<file path="src/shared/wdtu_cfg.svh">
`ifndef WDTU_CFG_SVH
`define WDTU_CFG_SVH

// register map, word index on the plain port
`define WDTU_AW 2
`define WDTU_OFS_CTRL 2'h0
`define WDTU_OFS_STAT 2'h1
`define WDTU_OFS_MASK 2'h2
`define WDTU_OFS_FLAG 2'h3

// control register layout
`define WDTU_CTRL_RST 8'h16
`define WDTU_SWEN_BIT 0
`define WDTU_PS_LSB 1
`define WDTU_PS_MSB 5

// period select decode
`define WDTU_PS_MAX 5'h12
`define WDTU_RATIO_BASE 24'h000020
`define WDTU_CNT_W 24

// event status bits
`define WDTU_EV_W 2
`define WDTU_EV_RESET 0
`define WDTU_EV_WAKE 1

`endif

</file>
<file path="src/shared/wdtu_pkg.sv">
`default_nettype none
package wdtu_pkg;
	// mode code order matches the two-bit configuration field
	typedef enum logic [1:0] {
		WDTU_MODE_OFF,
		WDTU_MODE_SW,
		WDTU_MODE_NOSLEEP,
		WDTU_MODE_ON
	} wdtu_mode_e;
	typedef logic [7:0] wdtu_byte_t;
endpackage
`default_nettype wire

</file>
<file path="src/rtl/wdtu_top.sv">
// Summary of operation
// - mode 11: watchdog always runs, also in sleep, enable bit ignored.
// - mode 10: runs while awake, disabled during sleep.
// - mode 01: runs only while software enable bit is set.
// - enable bit ignored in modes 1x and 00; mode 00 always off.
// - control: period select bits 5..1, enable bit 0, bits 7..6 zero.
// - codes 0..18 give prescale ratio 32 shifted left by code.
// - codes 19..31 give the minimum ratio of 32.
// - any reset loads period code 01011, a ratio of 65536.
// - count advances only on low-frequency oscillator ticks.
// - count cleared on reset, oscillator failure, and while disabled.
// - clear instruction clears count; firmware must issue it in time.
// - entering sleep clears count; counting resumes if still enabled.
// - waking clears count; held clear while start-up timer runs.
// - internal oscillator divider changes leave the count alone.
// - time-out in sleep wakes core, no reset, updates both flags.
// - time-out while awake issues a system reset.
//
// Added by the designer: the strobed register port and the register offsets.
`timescale 1ns/10ps
`default_nettype none
`include "wdtu_cfg.svh"

module wdtu_top (
	// clock and reset
	input wire logic i_mclk,
	input wire logic i_rst,
	// register port
	input wire logic [`WDTU_AW-1:0] i_addr,
	input wire logic [7:0] i_wdata,
	input wire logic i_wr,
	input wire logic i_rd,
	output logic [7:0] o_rdata,
	// configuration and core state
	input wire logic [1:0] i_wdt_mode_cfg,
	input wire logic i_sleep,
	input wire logic i_ost_running,
	// clear sources
	input wire logic i_clear_watchdog_instr,
	input wire logic i_osc_fail,
	// low-frequency oscillator tick, one cycle wide
	input wire logic i_lf_tick,
	// results
	output logic o_wdt_reset,
	output logic o_wake,
	output logic o_timeout_flag_n,
	output logic o_powerdown_flag_n,
	output logic o_irq
);

	wdtu_pkg::wdtu_mode_e mode;
	logic [4:0] period_select;
	logic sw_watchdog_enable;
	logic [4:0] next_period_select;
	logic next_sw_watchdog_enable;
	logic [`WDTU_EV_W-1:0] ev_stat;
	logic [`WDTU_EV_W-1:0] ev_mask;
	logic [`WDTU_EV_W-1:0] next_ev_stat;
	logic [`WDTU_EV_W-1:0] next_ev_mask;
	logic [7:0] next_rdata;
	logic [`WDTU_CNT_W-1:0] count;
	logic [`WDTU_CNT_W-1:0] next_count;
	logic [`WDTU_CNT_W-1:0] ratio;
	logic sleep_q;
	logic enabled;
	logic clr;
	logic hit;
	logic next_wdt_reset;
	logic next_wake;
	logic next_to_n;
	logic next_pd_n;
	logic next_irq;
	logic stat_rd;

	assign mode = wdtu_pkg::wdtu_mode_e'(i_wdt_mode_cfg);

	// run decision from configuration, sleep state and software bit
	always_comb begin
		enabled = 1'b0;
		unique case (mode)
			wdtu_pkg::WDTU_MODE_ON: begin
				enabled = 1'b1;
			end
			wdtu_pkg::WDTU_MODE_NOSLEEP: begin
				enabled = ~i_sleep;
			end
			wdtu_pkg::WDTU_MODE_SW: begin
				enabled = sw_watchdog_enable;
			end
			wdtu_pkg::WDTU_MODE_OFF: begin
				enabled = 1'b0;
			end
		endcase
	end

	// prescale ratio; reserved codes fall back to the shortest interval
	always_comb begin
		if (period_select <= `WDTU_PS_MAX) begin
			ratio = `WDTU_RATIO_BASE << period_select;
		end else begin
			ratio = `WDTU_RATIO_BASE;
		end
	end

	// any sleep edge clears; start-up timer holds clear after wake
	assign clr = i_clear_watchdog_instr
		| i_osc_fail
		| ~enabled
		| (i_sleep ^ sleep_q)
		| (~i_sleep & i_ost_running);

	// only oscillator ticks count, so core clock changes do not matter
	assign hit = enabled & ~clr & i_lf_tick & (count == ratio - `WDTU_RATIO_BASE / `WDTU_RATIO_BASE);

	// counter
	always_comb begin
		next_count = count;
		if (clr) begin
			next_count = '0;
		end else if (hit) begin
			next_count = '0;
		end else if (i_lf_tick) begin
			next_count = `WDTU_CNT_W'(count + 1'b1);
		end
	end

	// no divider input here: a divider change cannot disturb the count
	always_ff @(posedge i_mclk or posedge i_rst) begin
		if (i_rst) begin
			count <= '0;
			sleep_q <= 1'b0;
		end else begin
			count <= next_count;
			sleep_q <= i_sleep;
		end
	end

	// time-out outcome and status flags
	always_comb begin
		next_wdt_reset = hit & ~i_sleep;
		next_wake = hit & i_sleep;
		next_to_n = o_timeout_flag_n;
		next_pd_n = o_powerdown_flag_n;
		if (i_clear_watchdog_instr) begin
			next_to_n = 1'b1;
			next_pd_n = 1'b1;
		end
		if (i_sleep & ~sleep_q) begin
			next_pd_n = 1'b0;
		end
		// time-out last, but hit is gated by clr, so a clear in the same cycle wins
		if (hit) begin
			next_to_n = 1'b0;
			next_pd_n = ~i_sleep;
		end
	end

	always_ff @(posedge i_mclk or posedge i_rst) begin
		if (i_rst) begin
			o_wdt_reset <= 1'b0;
			o_wake <= 1'b0;
			o_timeout_flag_n <= 1'b1;
			o_powerdown_flag_n <= 1'b1;
		end else begin
			o_wdt_reset <= next_wdt_reset;
			o_wake <= next_wake;
			o_timeout_flag_n <= next_to_n;
			o_powerdown_flag_n <= next_pd_n;
		end
	end

	// register file
	assign stat_rd = i_rd & (i_addr == `WDTU_OFS_STAT);

	always_comb begin
		next_period_select = period_select;
		next_sw_watchdog_enable = sw_watchdog_enable;
		next_ev_mask = ev_mask;
		if (i_wr & (i_addr == `WDTU_OFS_CTRL)) begin
			next_period_select = i_wdata[`WDTU_PS_MSB:`WDTU_PS_LSB];
			next_sw_watchdog_enable = i_wdata[`WDTU_SWEN_BIT];
		end
		if (i_wr & (i_addr == `WDTU_OFS_MASK)) begin
			next_ev_mask = i_wdata[`WDTU_EV_W-1:0];
		end
	end

	// read clears status, but an event in the same cycle survives
	always_comb begin
		next_ev_stat = ev_stat;
		if (stat_rd) begin
			next_ev_stat = '0;
		end
		next_ev_stat[`WDTU_EV_RESET] = next_ev_stat[`WDTU_EV_RESET] | next_wdt_reset;
		next_ev_stat[`WDTU_EV_WAKE] = next_ev_stat[`WDTU_EV_WAKE] | next_wake;
		next_irq = |(next_ev_stat & next_ev_mask);
	end

	// reads answer one cycle later; unmapped words never exist here
	always_comb begin
		next_rdata = 8'h00;
		if (i_rd) begin
			unique case (i_addr)
				`WDTU_OFS_CTRL: begin
					next_rdata = {2'h0, period_select, sw_watchdog_enable};
				end
				`WDTU_OFS_STAT: begin
					next_rdata = {6'h00, ev_stat};
				end
				`WDTU_OFS_MASK: begin
					next_rdata = {6'h00, ev_mask};
				end
				`WDTU_OFS_FLAG: begin
					next_rdata = {6'h00, o_timeout_flag_n, o_powerdown_flag_n};
				end
			endcase
		end
	end

	always_ff @(posedge i_mclk or posedge i_rst) begin
		if (i_rst) begin
			period_select <= 5'(`WDTU_CTRL_RST >> `WDTU_PS_LSB);
			sw_watchdog_enable <= 1'b0;
			ev_stat <= '0;
			ev_mask <= '0;
			o_rdata <= 8'h00;
			o_irq <= 1'b0;
		end else begin
			period_select <= next_period_select;
			sw_watchdog_enable <= next_sw_watchdog_enable;
			ev_stat <= next_ev_stat;
			ev_mask <= next_ev_mask;
			o_rdata <= next_rdata;
			o_irq <= next_irq;
		end
	end
endmodule

`default_nettype wire

</file>
<file path="config.mk">
export PLATFORM = sky130hd
export DESIGN_NAME = wdtu_top
export DESIGN_NICKNAME = d
export VERILOG_FILES = /design/src/shared/wdtu_pkg.sv /design/src/rtl/wdtu_top.sv
export VERILOG_INCLUDE_DIRS = /design/src /design/src/shared
export SDC_FILE = /design/constraint.sdc
export NUM_CORES = 1
export LEC_CHECK = 0
export BUFFER_PORTS_ARGS = -buffer_cell sky130_fd_sc_hd__buf_4
export CAP_MARGIN = 10
export CORE_MARGIN = 1.5
export CORE_UTILIZATION = 65
export CTS_BUF_LIST = sky130_fd_sc_hd__clkbuf_4
export CTS_CLUSTER_SIZE = 24
export DETAILED_ROUTE_END_ITERATION = 10
export PLACE_DENSITY_LB_ADDON = 0.05
export SYNTH_ARGS = -nofsm -noshare
export SYNTH_HDL_FRONTEND = slang
export SYNTH_SLANG_ARGS = --single-unit
</file>
<file path="constraint.sdc">
create_clock -name i_mclk -period 6.3 [get_ports i_mclk]
set_input_delay 0.63 -clock i_mclk [delete_from_list [all_inputs] [get_ports i_mclk]]
set_output_delay 0.63 -clock i_mclk [all_outputs]
set_load 0.05 [all_outputs]
</file>
==> Word level (Yosys, flattened, before mapping) <==
Index checks and enable logic that the tools add are counted.
{ "totals": {"ff_bits": 48, "in_bits": 21, "output_inout_bits": 13, "word_cells": 64} }
{ "classes": {"add_sub_neg": 2, "order_cmp": 1, "eq_ne": 7, "shifts": 1, "muxes": 13, "bitwise": 22, "reduce_logical": 6} }
{ "ops": {"columns": ["operator", "count"], "rows": [
  ["2-to-1 mux 24 bit", 4],
  ["one-hot mux 8 bit (4 select lines)", 1],
  ["adder 24 x 1 -> 24 bit, second input constant", 1],
  ["== test 24 bit", 1],
  ["left shift 6 x 5 -> 24 bit, first input constant", 1],
  ["subtractor 24 x 1 -> 24 bit, second input constant", 1],
  ["AND 1 bit", 10],
  ["== test 2 bit, second input constant", 4],
  ["2-to-1 mux 8 bit", 1],
  ["bitwise OR 1 bit", 6],
  ["nonzero test 3 bit", 2],
  ["<= comparator 5 bit, second input constant", 1],
  ["== test 2 x 1 -> 1 bit, second input constant", 2],
  ["zero test 2 bit", 2],
  ["2-to-1 mux 1 bit", 4],
  ["2-to-1 mux 2 bit", 2],
  ["inverter 1 bit", 4],
  ["one-hot mux 1 bit (4 select lines)", 1],
  ["AND 2 bit", 1],
  ["nonzero test 2 bit", 1],
  ["OR reduction 2 bit", 1],
  ["bitwise XOR 1 bit", 1]
]} }

==> Depth between registers and ports, before layout <==
{ "logic_depth": {"depth_word": 14, "mapped_depth": 15, "depth_no_buf": 10} }

==> Worst setup path before layout <==
OpenSTA, ideal clock, no wires.
{ "synth_path": {"path_kind": "reg2reg", "start": "register period_select[0]", "end": "register count[13]", "setup_ps": 119, "arrival_ps": 3375, "required_time_ps": 6181, "path_slack_ps": 2806, "stages_incl_launch_ff": 15, "path_cell_list": "dfstp_2 > buf_2 > buf_2 > a211o_1 > a22oi_1 > ha_1 > or3_1 > o21ai_0 > a31oi_1 > xnor2_1 > or4_1 > buf_2 > o31ai_4 > buf_8 > nor2_2"} }
{ "synth_between": {"elab_chain_len": 7, "elab_cells_between_ends": 9, "cone_classes": "add/sub (1); order compare (1); eq/ne (1); shift (1); mux (3); bitwise (1); reduce/logical (1)"} }
{ "synth_rtl": {"columns": ["element", "line", "rtl"], "rows": [
  ["from (decl)", "wdtu_top.sv:52", "logic [4:0] period_select;"],
  ["from (signal assigned)", "wdtu_top.sv:222", "period_select <= 5'(`WDTU_CTRL_RST >> `WDTU_PS_LSB);"],
  ["from (signal assigned)", "wdtu_top.sv:229", "period_select <= next_period_select;"],
  ["<= comparator 5 bit (no source line) or left shift 6 x 5 -> 24 bit (tied branches)", null, null],
  ["2-to-1 mux 24 bit (*)", "wdtu_top.sv:98", "if (period_select <= `WDTU_PS_MAX) begin"],
  ["subtractor 24 x 1 -> 24 bit (no source line) (*)", null, null],
  ["== test 24 bit (no source line) (*)", null, null],
  ["AND 1 bit (*)", "wdtu_top.sv:113", "assign hit = enabled & ~clr & i_lf_tick & (count == ratio - `WDTU_RATIO_BASE / `WDTU_RATIO_BASE);"],
  ["2-to-1 mux 24 bit", "wdtu_top.sv:120", "end else if (hit) begin"],
  ["2-to-1 mux 24 bit", "wdtu_top.sv:118", "if (clr) begin"],
  ["to (signal assigned)", "wdtu_top.sv:133", "count <= next_count;"],
  ["to (decl)", "wdtu_top.sv:61", "logic [`WDTU_CNT_W-1:0] count;"]
]} }
Every way passes the cells marked *; elsewhere a longest branch is shown, timed or not.
A chain may end at the register's enable or synchronous reset.

==> Worst setup path in the final report <==
{ "layout_path": {"start": "register period_select[4]", "end": "register count[17]"} }
Same word-level chain as after synthesis.

==> results <==
- From bottom edge to top edge, the die measures 69.9 µm.
- In this run, synthesis produced a sequential element count of 46.
- For this run, the detailed router's first-pass iteration total came to 5.
- Using the TritonRoute via totals, the vias-per-cell ratio works out to 5.98.
- The repair_antennas step left the layout with diodes totalling 0.
- The number of enable-type register cells in the synthesized netlist is 0.
- The worst path setup slack after routing is 1.60 ns.
- In this run the remaining antenna-violating nets after routing total 0.
- After clock tree synthesis, the repair step resized 0 gates.
- VDD sags by at most 0.177 mV.
- STA puts the critical path data required time at 6.53 ns.
- The longest clock path from root to sink contains 2 buffers.
- The type of origin of the critical path is a flip-flop.
- The TritonCTS clock tree is yes.
- The most common flop cell mapped by yosys is dfrtp_1.
- The number of global-route vias before repair was 2082.
- The combined flip-flop and latch cell area is 1160 µm².
- The worst setup path is captured at a flip-flop.
- Derived from the worst setup path, the maximum achievable clock frequency is 213 MHz.
- The class of the most critical hold timing path is in -> async.
- The clock-pin slew on the worst setup and hold paths is 0.14 ns.
- The cell count after synthesis is 308.
- The length of routed met2 wiring is 2.88 mm.
- The number of antenna violations at the first check in global routing was 0.
- The number of design rule violations left after detail routing is 0.
- The total number of vias is 2278.
- The number of maximum-capacitance constraint violations is 0.
- Setup violations remaining at the end of the flow were counted as 0.
- Measured on the finished design, the core utilization comes to 73.2%.
- The final instance area is 3170 µm².
- Global routing consumed, over all layers together, 26.0% of the routing resources.
- Summed over all cells, the static leakage comes to 1.33 nW.
- Counting the buffers created by CTS gives 5.
- In this run the tool buffered the top-level ports with 29 buffer cells.
- After global routing the overflow that remains totals 0.
- The routed metal-1 wirelength is 2.84 mm.
- Relative to the synthesized area, the layout overhead comes to 8.91%.
- Data arrives at the worst endpoint at 4.93 ns.
- Dividing the detail-routed wire length by the instance count gives 15.8 µm.
- Dividing the final minimum period by the clock period gives 74.6%.
- The Yosys step of the flow raised 0 warnings.
- In this run, the number of DRC markers left after iteration 0 of detailed routing was 156.
- By count the netlist is led by dfrtp_1 (41), nor2_1 (28), nand2_1 (23), xor2_1 (22), a21oi_1 (13).
- The flow ran to the end, and the final reports show no timing, DRC or antenna violations.
- The setup slack after placement is 1.72 ns.
- The die area is 4880 µm².
- The floorplan has 24 rows.
- In the post-synthesis netlist, the biggest area contributors are dfrtp_1 (35%), xor2_1 (6.6%), dfstp_2 (4.5%), nor2_1 (3.6%), nand2_1 (3.0%).
- The top layer reached by signal wires is met4.
- The post-CTS setup-driven buffer insertion count is 0.
- The multi-input combinational cells in the finished layout cover a total of 1600 µm².
- The number of max-slew violations in the final report is 0.
- The fill cell instance count of the final layout is 355.
- The total wire length after detailed routing is 6.00 mm.
- Clock tree synthesis found a total of 46 sinks.
- Summing every instance area after synthesis gives 2910 µm².
- The mean instance size in the synthesized netlist is 9.44 µm².
- Entering global routing, the biggest net connects 47 pins.
- The congestion estimate from routability-driven global placement came to 0.911.
- The class of the most critical setup path is reg -> reg.
- Wire segments on met3 add up to 233 µm in the final route.
- dfrtp_1 takes more of the synthesized area than any other cell.
- The effective utilization at floorplan is 67.2%.
- The actual slew at the worst max-slew pin is 0.970 ns.
- Setup repair after global routing left no endpoint under its margin.
- The total area inside the core boundary comes to 4320 µm².
- The net count of the finished layout is 352.
- The instance area after placement is 3090 µm².
- After routing, the total negative slack on setup checks comes to 0 ns.
- Power spread over the standard cell area amounts to 227 nW/µm².
- The share of layout cells above drive strength 1 is 20.1%.
- After synthesis, the share of flip-flops with an asynchronous set or reset is 100%.
- Once detailed placement completed, the half-perimeter wirelength came to 4.37 mm.
- The synthesized netlist contains 62 unique library cells.
- The worst-case clock skew is 0.00975 ns.
- The global-route wire length before repair is 10.1 mm.
- Of the post-synthesis cell area, the dominant cell type holds 35.3%.
- The floorplan die width is 69.9 µm.
- The count of boundary I/O pins is 34.
- Yosys instantiated no cell more often than dfrtp_1.
- The register area share after synthesis is 39.8%.
- The clock period could shrink to 4.70 ns.
- The worst slew slack as a fraction of its limit is 35.2%.
- The H-tree was split into 2 levels.
- For this design, the CTS-stage hold fixing added 0 buffers.
- Clock tree synthesis selected as its root buffer the cell clkbuf_4.
- Clock latency on the worst-skew pair, taken at its later pin, is 0.37 ns.
- The count of endpoints failing hold in the final timing report came to 0.
- The largest fanout on the critical path is 26.
kinds of logic after synthesis:
| group | count (synthesis) | share of synthesized area, % |
|---|---|---|
| adder cells (fa/ha/maj) | 3 | 1.29 |
| XOR/XNOR | 31 | 10.3 |
| multiplexers | 8 | 3.83 |
| flip-flops | 46 | 39.8 |
| AND/OR/NAND/NOR | 134 | 25.6 |
| buffers and inverters | 28 | 5.29 |
| AO/OA/AOI/OAI | 57 | 13.7 |
| other | 1 | 0.129 |
layer usage:
| layer | GRT usage (%) | up-vias |
|---|---|---|
| met5 | 0 | - |
| met4 | 5.77 | 0 |
| met3 | 4.91 | 5 |
| met1 | 37.1 | 1085 |
| met2 | 41.8 | 57 |
| li1 | - | 1131 |
worst max-delay path, stage by stage (launching register included):
cell     delay (ns)
dfrtp_1        0.68
nor3_1         0.57
a22oi_1        0.20
ha_1           0.47
or3_1          0.41
o31ai_1        0.33
a32o_1         0.18
o32ai_1        0.08
or4_1          0.61
o31ai_4        0.87
nor2_1         0.14
through the flow:
step	hold WS, ns	total power, mW	instances
4_1_cts	0.393	0.724	381
3_3_place_gp	0.492	0.534	373
2_1_floorplan	0.467	0.504	309
5_1_grt	0.405	0.759	381
3_5_place_dp	0.497	0.539	373
6_report	0.379	0.720	381
power breakdown:
part	internal [mW]	total [mW]	leakage (nW)	switching (mW)
combinational	0.0876	0.189	0.673	0.101
sequential	0.311	0.347	0.610	0.0360
clock	0.0844	0.184	0.0456	0.0995
flip-flops by register name, summed over array words and instances (netlist names):
| signal | cells |
|---|---|
| o_wdt_reset | 1 |
| count | 24 |
| o_timeout_flag_n | 1 |
| ev_stat | 2 |
| o_irq | 1 |
| o_powerdown_flag_n | 1 |
| o_wake | 1 |
| sw_watchdog_enable | 1 |
| ev_mask | 2 |
| o_rdata | 6 |
| sleep_q | 1 |
| period_select | 5 |
layout by cell type (no fill, tap or decap), types with 6 or more instances in the layout:
| cell | instances |
|---|---|
| nand3b_1 | 8 |
| nor2_1 | 28 |
| o21ai_0 | 11 |
| nor2_2 | 11 |
| xor2_1 | 22 |
| nand3_1 | 10 |
| inv_1 | 9 |
| xnor2_1 | 7 |
| nand2_1 | 23 |
| and2_1 | 6 |
| a21oi_1 | 13 |
| nor3_1 | 8 |
| buf_4 | 30 |
| dfrtp_1 | 41 |
final cells by class:
type                            count  area share (%)
Clock buffer                        5            1.19
Clock inverter                      3            1.38
Inverter                           10            1.19
Multi-Input combinational cell    235            50.5
Sequential cell                    46            36.5
Tap cell                           52            2.05
Timing Repair Buffer               30            7.11
final timing paths:
kind	endpoint	from	depth (start not counted)	slack (ns)
max	count[17]	period_select[4]	10	1.60
min	period_select[2]	i_rst	3	0.38
max reg2reg	count[17]	period_select[4]	10	1.60
min reg2reg	ev_stat[1]	ev_stat[1]	1	0.53
max in group asynchronous	o_timeout_flag_n	i_rst	3	5.53
min in group i_mclk	sleep_q	i_sleep	1	0.42
Note: power is estimated with default switching activity, not from simulation.
